<file path="src/core/msdr_pkg.sv">
`default_nettype none
package msdr_pkg;
    // ==========================================================
    // bus widths
    localparam int unsigned ADDR_W = 8;
    localparam int unsigned DATA_W = 8;
    localparam int unsigned SMP_W  = 16;

    // ==========================================================
    // register offsets
    localparam logic [7:0] OFS_ACC_XH   = 8'h3B;
    localparam logic [7:0] OFS_ACC_XL   = 8'h3C;
    localparam logic [7:0] OFS_ACC_YH   = 8'h3D;
    localparam logic [7:0] OFS_ACC_YL   = 8'h3E;
    localparam logic [7:0] OFS_ACC_ZH   = 8'h3F;
    localparam logic [7:0] OFS_ACC_ZL   = 8'h40;
    localparam logic [7:0] OFS_TMP_H    = 8'h41;
    localparam logic [7:0] OFS_TMP_L    = 8'h42;
    localparam logic [7:0] OFS_RATE_XH  = 8'h43;
    localparam logic [7:0] OFS_RATE_XL  = 8'h44;
    localparam logic [7:0] OFS_RATE_YH  = 8'h45;
    localparam logic [7:0] OFS_RATE_YL  = 8'h46;
    localparam logic [7:0] OFS_RATE_ZH  = 8'h47;
    localparam logic [7:0] OFS_RATE_ZL  = 8'h48;
    localparam logic [7:0] OFS_PATH_RST = 8'h68;
    localparam logic [7:0] OFS_MOT_CTL  = 8'h69;
    localparam logic [7:0] OFS_FULL_RST = 8'h6A;
    localparam logic [7:0] OFS_INT_MASK = 8'h38;
    localparam logic [7:0] OFS_INT_STAT = 8'h3A;
    localparam logic [7:0] OFS_MOT_THR  = 8'h1F;

    // ==========================================================
    // field positions
    localparam int unsigned BIT_RST_GYRO = 2;
    localparam int unsigned BIT_RST_ACC  = 1;
    localparam int unsigned BIT_RST_TMP  = 0;
    localparam int unsigned BIT_MOT_EN   = 7;
    localparam int unsigned BIT_MOT_PREV = 6;
    localparam int unsigned BIT_FULL_RST = 0;
    localparam int unsigned BIT_FLAG_X   = 7;
    localparam int unsigned BIT_FLAG_Y   = 6;
    localparam int unsigned BIT_FLAG_Z   = 5;

    // ==========================================================
    // reset values and masks
    localparam logic [7:0]  RST_BYTE   = 8'h00;
    localparam logic [15:0] RST_SAMPLE = 16'h0000;
    localparam logic [7:0]  RST_THR    = 8'h10;
    localparam logic [7:0]  MOT_CTL_MASK = 8'hC0;
    localparam logic [7:0]  FLAG_MASK    = 8'hE0;
endpackage
`default_nettype wire

</file>
<file path="src/core/msdr_top.sv">
// The address-and-strobe port was decided locally.
`default_nettype none
// Behaviour
// - accel X sample, high byte at 0x3B, low byte at 0x3C.
// - accel Y sample, high byte at 0x3D, low byte at 0x3E.
// - accel Z sample, high byte at 0x3F, low byte at 0x40.
// - temperature result, high byte at 0x41, low byte at 0x42.
// - rate X result, high byte at 0x43, low byte at 0x44.
// - rate Y result, high byte at 0x45, low byte at 0x46.
// - rate Z result, high byte at 0x47, low byte at 0x48.
// - bit 2 write restarts rate path, rate results kept.
// - bit 1 write restarts accel path, accel results kept.
// - bit 0 write restarts temperature path, temperature result kept.
// - control bit 7 enables motion comparison; clear means no comparison.
// - mode bit 6 one compares each sample with the previous one.
// - mode bit zero stores first sample as reference, compares later samples.
// - full restart restarts all three paths and clears all results.
// - motion on X, Y, Z sets status flag bit 7, 6, 5.
module msdr_top (
    input  wire logic                        clk,
    input  wire logic                        nrst,
    input  wire logic [msdr_pkg::ADDR_W-1:0] reg_addr,
    input  wire logic [msdr_pkg::DATA_W-1:0] reg_wdata,
    input  wire logic                        reg_wr,
    input  wire logic                        reg_rd,
    output logic      [msdr_pkg::DATA_W-1:0] reg_rdata,
    input  wire logic                        acc_valid,
    input  wire logic [msdr_pkg::SMP_W-1:0]  acc_x,
    input  wire logic [msdr_pkg::SMP_W-1:0]  acc_y,
    input  wire logic [msdr_pkg::SMP_W-1:0]  acc_z,
    input  wire logic                        tmp_valid,
    input  wire logic [msdr_pkg::SMP_W-1:0]  tmp_val,
    input  wire logic                        rate_valid,
    input  wire logic [msdr_pkg::SMP_W-1:0]  rate_x,
    input  wire logic [msdr_pkg::SMP_W-1:0]  rate_y,
    input  wire logic [msdr_pkg::SMP_W-1:0]  rate_z,
    output logic                             rate_path_restart,
    output logic                             acc_path_restart,
    output logic                             tmp_path_restart,
    output logic                             irq
);
    import msdr_pkg::*;

    // ==========================================================
    // state
    typedef struct packed {
        logic [15:0] ax;
        logic [15:0] ay;
        logic [15:0] az;
        logic [15:0] tv;
        logic [15:0] gx;
        logic [15:0] gy;
        logic [15:0] gz;
        logic [15:0] refx;
        logic [15:0] refy;
        logic [15:0] refz;
        logic        ref_ok;
        logic [7:0]  mot_ctl;
        logic [7:0]  thr;
        logic [7:0]  stat;
        logic [7:0]  mask;
        logic [7:0]  rdata;
        logic        rst_g;
        logic        rst_a;
        logic        rst_t;
        logic        irq;
    } msdr_state_t;

    msdr_state_t st_r;
    msdr_state_t st_nxt;

    // magnitude of a signed difference, one bit wider so it never wraps
    function automatic logic [16:0] abs_diff(input logic [15:0] a, input logic [15:0] b);
        logic signed [16:0] d;
        d = $signed({a[15], a}) - $signed({b[15], b});
        return d[16] ? 17'(-d) : 17'(d);
    endfunction

    logic        wr_path;
    logic        wr_full;
    logic        full_go;
    logic [7:0]  new_flags;
    logic        moved_x;
    logic        moved_y;
    logic        moved_z;

    // ==========================================================
    // next state
    always_comb begin
        st_nxt   = st_r;
        wr_path  = reg_wr && (reg_addr == OFS_PATH_RST);
        wr_full  = reg_wr && (reg_addr == OFS_FULL_RST);
        full_go  = wr_full && reg_wdata[BIT_FULL_RST];
        moved_x  = abs_diff(acc_x, st_r.refx) > {9'h000, st_r.thr};
        moved_y  = abs_diff(acc_y, st_r.refy) > {9'h000, st_r.thr};
        moved_z  = abs_diff(acc_z, st_r.refz) > {9'h000, st_r.thr};
        new_flags = RST_BYTE;

        // restart strobes are one-cycle pulses
        st_nxt.rst_g = (wr_path && reg_wdata[BIT_RST_GYRO]) || full_go;
        st_nxt.rst_a = (wr_path && reg_wdata[BIT_RST_ACC]) || full_go;
        st_nxt.rst_t = (wr_path && reg_wdata[BIT_RST_TMP]) || full_go;

        // results latch fresh samples; only the full restart write reaches them
        if (acc_valid) begin
            st_nxt.ax = acc_x;
            st_nxt.ay = acc_y;
            st_nxt.az = acc_z;
        end
        if (tmp_valid) begin
            st_nxt.tv = tmp_val;
        end
        if (rate_valid) begin
            st_nxt.gx = rate_x;
            st_nxt.gy = rate_y;
            st_nxt.gz = rate_z;
        end

        // motion comparison against the held reference
        if (!st_r.mot_ctl[BIT_MOT_EN]) begin
            st_nxt.ref_ok = 1'b0;
        end else if (acc_valid) begin
            if (st_r.ref_ok) begin
                new_flags[BIT_FLAG_X] = moved_x;
                new_flags[BIT_FLAG_Y] = moved_y;
                new_flags[BIT_FLAG_Z] = moved_z;
            end
            // previous-sample mode refreshes the reference each time,
            // initial-sample mode only takes the first one
            if (!st_r.ref_ok || st_r.mot_ctl[BIT_MOT_PREV]) begin
                st_nxt.refx   = acc_x;
                st_nxt.refy   = acc_y;
                st_nxt.refz   = acc_z;
                st_nxt.ref_ok = 1'b1;
            end
        end

        // register writes
        if (reg_wr) begin
            unique case (reg_addr)
                OFS_MOT_CTL: begin
                    st_nxt.mot_ctl = reg_wdata & MOT_CTL_MASK;
                    // a new mode or enable restarts the reference capture
                    st_nxt.ref_ok  = 1'b0;
                end
                OFS_MOT_THR:  st_nxt.thr  = reg_wdata;
                OFS_INT_MASK: st_nxt.mask = reg_wdata & FLAG_MASK;
                default: ;
            endcase
        end

        // write-one-to-clear, a new event in the same cycle wins
        if (reg_wr && reg_addr == OFS_INT_STAT) begin
            st_nxt.stat = st_r.stat & ~reg_wdata;
        end
        st_nxt.stat = (st_nxt.stat | new_flags) & FLAG_MASK;

        // accel path restart drops the motion reference, results stay
        if (st_nxt.rst_a) begin
            st_nxt.ref_ok = 1'b0;
        end

        // full restart wipes every result; beats a same-cycle sample
        if (full_go) begin
            st_nxt.ax     = RST_SAMPLE;
            st_nxt.ay     = RST_SAMPLE;
            st_nxt.az     = RST_SAMPLE;
            st_nxt.tv     = RST_SAMPLE;
            st_nxt.gx     = RST_SAMPLE;
            st_nxt.gy     = RST_SAMPLE;
            st_nxt.gz     = RST_SAMPLE;
            st_nxt.refx   = RST_SAMPLE;
            st_nxt.refy   = RST_SAMPLE;
            st_nxt.refz   = RST_SAMPLE;
            st_nxt.ref_ok = 1'b0;
        end

        st_nxt.irq = |(st_nxt.stat & st_nxt.mask);

        // read data, valid in the cycle after the strobe only
        st_nxt.rdata = RST_BYTE;
        if (reg_rd) begin
            unique case (reg_addr)
                OFS_ACC_XH:   st_nxt.rdata = st_r.ax[15:8];
                OFS_ACC_XL:   st_nxt.rdata = st_r.ax[7:0];
                OFS_ACC_YH:   st_nxt.rdata = st_r.ay[15:8];
                OFS_ACC_YL:   st_nxt.rdata = st_r.ay[7:0];
                OFS_ACC_ZH:   st_nxt.rdata = st_r.az[15:8];
                OFS_ACC_ZL:   st_nxt.rdata = st_r.az[7:0];
                OFS_TMP_H:    st_nxt.rdata = st_r.tv[15:8];
                OFS_TMP_L:    st_nxt.rdata = st_r.tv[7:0];
                OFS_RATE_XH:  st_nxt.rdata = st_r.gx[15:8];
                OFS_RATE_XL:  st_nxt.rdata = st_r.gx[7:0];
                OFS_RATE_YH:  st_nxt.rdata = st_r.gy[15:8];
                OFS_RATE_YL:  st_nxt.rdata = st_r.gy[7:0];
                OFS_RATE_ZH:  st_nxt.rdata = st_r.gz[15:8];
                OFS_RATE_ZL:  st_nxt.rdata = st_r.gz[7:0];
                OFS_MOT_CTL:  st_nxt.rdata = st_r.mot_ctl;
                OFS_MOT_THR:  st_nxt.rdata = st_r.thr;
                OFS_INT_MASK: st_nxt.rdata = st_r.mask;
                OFS_INT_STAT: st_nxt.rdata = st_r.stat;
                // restart bits are strobes and read back as zero
                default:      st_nxt.rdata = RST_BYTE;
            endcase
        end
    end

    // ==========================================================
    // registers
    always_ff @(posedge clk or negedge nrst) begin
        if (!nrst) begin
            st_r      <= '0;
            st_r.thr  <= RST_THR;
        end else begin
            st_r <= st_nxt;
        end
    end

    assign reg_rdata         = st_r.rdata;
    assign rate_path_restart = st_r.rst_g;
    assign acc_path_restart  = st_r.rst_a;
    assign tmp_path_restart  = st_r.rst_t;
    assign irq               = st_r.irq;
endmodule
`default_nettype wire

</file>
<file path="config.mk">
export PLATFORM = sky130hd
export DESIGN_NAME = msdr_top
export DESIGN_NICKNAME = d
export VERILOG_FILES = /design/src/core/msdr_pkg.sv /design/src/core/msdr_top.sv
export SDC_FILE = /design/constraint.sdc
export NUM_CORES = 1
export LEC_CHECK = 0
export BUFFER_PORTS_ARGS = -buffer_cell sky130_fd_sc_hd__buf_4
export CAP_MARGIN = 20
export CORE_MARGIN = 10
export CORE_UTILIZATION = 42
export CTS_CLUSTER_DIAMETER = 30
export DETAILED_ROUTE_END_ITERATION = 8
export PLACE_DENSITY_LB_ADDON = 0.1
export SLEW_MARGIN = 20
export SYNTH_ARGS = -nofsm -noshare
export SYNTH_HDL_FRONTEND = slang
export SYNTH_SLANG_ARGS = --single-unit
</file>
<file path="constraint.sdc">
create_clock -name clk -period 12.9 [get_ports clk]
set_input_delay 0 -clock clk [delete_from_list [all_inputs] [get_ports clk]]
set_output_delay 0 -clock clk [all_outputs]
set_load 0.01 [all_outputs]
</file>
-- Yosys cells after proc, flatten, opt, wreduce, memory -nomap -nowiden
Index checks and enable logic that the tools add are counted.
- flip-flop bits (word level): 194
- bits of input ports: 135
- $add $sub $neg: 6
- $lt $le $gt $ge: 3
- eq/ne operators: 20
- multiplexer cells: 23
- bitwise operators: 4
- reductions and logical operators: 21
- operators by type and width (cell ; count):
    $mux 161 ; 1
    $mux 48 ; 3
    $pmux 8 s18 ; 1
    $mux 49 ; 2
    $eq 8x7->1 const B ; 12
    $mux 17 ; 4
    $eq 8x6->1 const B ; 7
    $gt 17x8->1 ; 3
    $neg 17->17 ; 3
    $sub 16x16->17 ; 3
    $mux 8 ; 5
    $and 8x8->8 ; 2
    $mux 16 ; 1
    $reduce_bool 2->1 ; 5
    $mux 3 ; 3
    $mux 9 ; 1
    $eq 8x5->1 const B ; 1
    $not 8->8 ; 1
    $or 8x8->8 ; 1
    $reduce_or 8->1 ; 1
    $logic_and 1x1->1 ; 7
    $logic_or 1x1->1 ; 4
    $reduce_and 2->1 ; 2
    $reduce_and 3->1 ; 1
    2 further kinds ; 3

-- Longest topological paths before layout
- word-level depth: 10
- mapped depth: 21
- depth with buffers taken out: 21

-- Worst setup path before layout
OpenSTA, ideal clock, no wires.
- kind: register -> register
- start point: reg st_r[77] in the netlist's numbering
- end point: reg st_r (netlist bit irq)
- setup time: 139 ps
- arrival time: 4022 ps
- required time: 12761 ps
- setup slack: 8739 ps
- stages on the path, launching flop included: 18
- path through: dfrtp_1 ha_1 inv_1 fa_1 a21o_1 and3_2 o211ai_1 a31oi_1 o31ai_1 o21ai_0 xnor2_1 ha_1 nand4_1 or3_1 o311ai_0 o2111ai_1 a211oi_2 o2111ai_1
- RTL lines (item ; line ; text):
    start: declaration ; msdr_top.sv:69 ; msdr_state_t st_r;
    start signal: assignment ; msdr_top.sv:215 ; st_r <= st_nxt;

==> flow_summary.yaml <==
cts:
  cts_tree: "done"
  cts_buffer_depth: 2
  cts_resized: 0
  cts_buffers: 17
  ctsHoldBuffers: 122
  cts_setup_buffers: 0
  cts-root-buf: "clkbuf_16"
  clk_latency_ns: 0.46
  cts_max_level: 4
  cts.clk_slew.worst_paths_ns: 0.08
  numClockSinks: 189
power:
  leakage_nw: 7.398
  p_per_area_nw_per_um2: 150.4
  max-vdd-ir-drop_mv: 0.09941
global_routing:
  grt_max_degree: 126
  antenna_found_initial: 2
  met2_usage: 0.3616
  busiest_layer: "met2"
  grt_pass1_vias: 12010
  grt_util_met1: 0.2966
  grt_util_met3: 0.03650
  gr-usage-all-layers: 0.2222
  overflow: 0
  grt_pass1_wl_mm: 69.13
finish:
  final_common_cell: "dfrtp_1"
  n_fill_cell: 2922
  finalNonFillerCells: 2165
  utilization: 0.5264
  finalNetCount: 1961
  final_area_um2: 16650
  area_delta_synth_final_pct: 23.07
  mostFrequentLayoutCells: "dfrtp_1, nor2_1, nand2_1"
  drive_above_1_share: 0.1369
sta:
  maxSlewViolCount: 0
  max_freq_ghz: 0.2063
  period_share: 0.3758
  hold_slack_ns: 0.02479
  fin_skew_ns: 0.01180
  worst_pin_slew_ns: 1.166
  period_minus_slack_ns: 4.848
  rsz0062_at_grt: "false"
  finalSetupTns_ns: 0
  setup_viol: 0
  maxSlewHeadroom: 0.2168
  hold_viol_final: 0
setup_path:
  reg2reg_slack_ns: 8.05
  crit_type: "register to register"
  end_kind: "register"
  r2r_cells: 17
  worstReg2RegEnd: "irq$_DFF_PN0_"
  critPathLaunchType: "register"
  arrival_ns: 5.17
  r2r-start: "st_r[77]$_DFFE_PN0P_"
  crit_fanout: 10
  crit_required_ns: 13.22
synthesis:
  synth_warnings: 0
  synthXorXnorAreaFrac: 0.02765
  synth_compound_area_frac: 0.1910
  netlist_instances: 1535
  synth_simple_gate_area_frac: 0.1923
  synthAdderAreaFrac: 0.07379
  synthMuxAreaShare: 0.1177
  synth_cell_type_count: 93
  synth_edf_count: 0
  ys_seq_area_frac: 0.3496
  synthFlopType: "dfrtp_1"
  ys_ff_latch: 189
  syn_avg_cell_area_um2: 8.815
  synth_top_family_by_area: "simple AND/OR/NAND/NOR gates"
  syn_nets: 1748
  async_flop_share: 1.000
  synth_area_um2: 13530
hold_path:
  hold_depth: 3
  min_to: "st_r[142]$_DFFE_PN0P_"
  hold_class: "primary input to register"
  min_from: "tmp_valid"
floorplan:
  core_um2: 31640
  die_h_um: 199.5
  initial_utilization: 0.4277
  dieWidth_um: 199.5
  num_rows: 65
  die_area_um2: 39790
  pin_count: 147
placement:
  placed_area_um2: 14840
  io_buffers: 146
  dp_hpwl_mm: 31.90
  dp_cells: 2009
  place_congestion: 0.8971
routing:
  vias_per_cell: 5.686
  first_iter_violations: 1067
  firstDrtPassIters: 8
  wire_per_inst_um: 20.35
  vias: 12310
  drc_errors: 0
  antenna_left: 0
  wl_mm: 44.06
status:
  status: "finished, final reports clean"
job:
  drv_cap: 0
==> kinds of logic (layout without fill, tap and decap cells) <==
| family | Yosys count | after routing |
|---|---|---|
| buffers and inverters | 158 | 384 |
| other | 0 | 2 |
| multiplexers | 147 | 147 |
| flip-flops | 189 | 189 |
| XOR/XNOR | 41 | 41 |
| AO/OA/AOI/OAI | 374 | 374 |
| AND/OR/NAND/NOR | 548 | 548 |
| adder cells (fa/ha/maj) | 78 | 78 |
==> area by class of cell <==
cell class              instances  area [um2]  area share
inverters                      77       289.0     0.01736
clock inverters                13       143.9    0.008641
clock buffers                  19       442.9     0.02660
well taps                     402       503.0     0.03021
diodes                          2       5.005   0.0003005
flip-flops and latches        189        4731      0.2841
multi-input cells            1188        8160      0.4900
repair buffers                275        2377      0.1428
==> flip-flops by register name, summed over array words and instances (netlist names) <==
register           flops
st_r                 177
tmp_path_restart       1
reg_rdata              8
rate_path_restart      1
acc_path_restart       1
irq                    1
==> per-stage QoR <==
| step | power (mW) | setup WS [ns] |
|---|---|---|
| after floorplan | 1.645 | 8.739 |
| after global placement | 1.915 | 8.192 |
| after detailed placement | 1.936 | 8.098 |
| after CTS | 2.515 | 8.100 |
| after global routing | 2.710 | 7.603 |
| final | 2.504 | 8.052 |
==> worst max-delay path, cell delays in order (launching register included) <==
cell,delay (ns)
dfrtp_1,0.35
ha_1,0.17
inv_1,0.06
fa_1,0.42
a21o_1,0.21
and3_2,0.25
o211ai_1,0.25
a31oi_1,0.16
o31ai_1,0.85
o21ai_0,0.26
xnor2_1,0.19
ha_1,0.30
nand4_1,0.10
or3_1,0.35
o311ai_0,0.11
o2111ai_1,0.19
a211oi_2,0.35
o2111ai_1,0.16
==> power by group <==
group / internal (mW) / switching (mW) / total, mW
logic: 0.529 / 0.712 / 1.24
registers: 0.670 / 0.0513 / 0.721
clock network: 0.265 / 0.278 / 0.543
total: 1.46 / 1.04 / 2.50
==> per-layer routing <==
metal / vias to the layer above / wire [um]
li1: 5978 / -
met1: 6026 / 20340
met2: 266 / 20830
met3: 41 / 1967
met4: 0 / 922
met5: - / 0
==> worst max path at each step <==
stage	start	slack (ns)	cells after the start	end
3_5_place_dp	st_r[77]$_DFFE_PN0P_	8.10	17	irq$_DFF_PN0_
3_3_place_gp	st_r[77]$_DFFE_PN0P_	8.19	17	irq$_DFF_PN0_
4_1_cts	st_r[77]$_DFFE_PN0P_	8.10	17	irq$_DFF_PN0_
6_report	st_r[77]$_DFFE_PN0P_	8.05	17	irq$_DFF_PN0_
5_1_grt	st_r[77]$_DFFE_PN0P_	7.60	19	irq$_DFF_PN0_
2_1_floorplan	st_r[77]$_DFFE_PN0P_	8.74	17	irq$_DFF_PN0_
==> synth_stat cells (10+ instances only) <==
cell type / instances / area, um2
nor3_1: 31 / 155.2
a21oi_1: 117 / 585.6
and2_1: 10 / 62.56
xnor2_1: 27 / 236.5
mux2_2: 17 / 191.4
a211oi_1: 12 / 90.09
o211ai_1: 18 / 135.1
nand3_1: 24 / 120.1
nand4_1: 20 / 125.1
and3_1: 10 / 62.56
ha_1: 75 / 938.4
o21a_1: 11 / 82.58
a21o_1: 20 / 150.1
nor2b_1: 22 / 137.6
o21ai_0: 48 / 240.2
nand2_1: 165 / 619.3
a22oi_1: 24 / 180.2
a31oi_1: 11 / 68.82
dfrtp_1: 188 / 4705
clkbuf_1: 55 / 206.5
inv_1: 77 / 289.0
a221oi_1: 11 / 96.34
xor2_1: 12 / 105.1
nor2_1: 185 / 694.4
mux2i_1: 122 / 1221
nand2b_1: 19 / 118.9
Note: power is estimated with default switching activity, not from simulation.
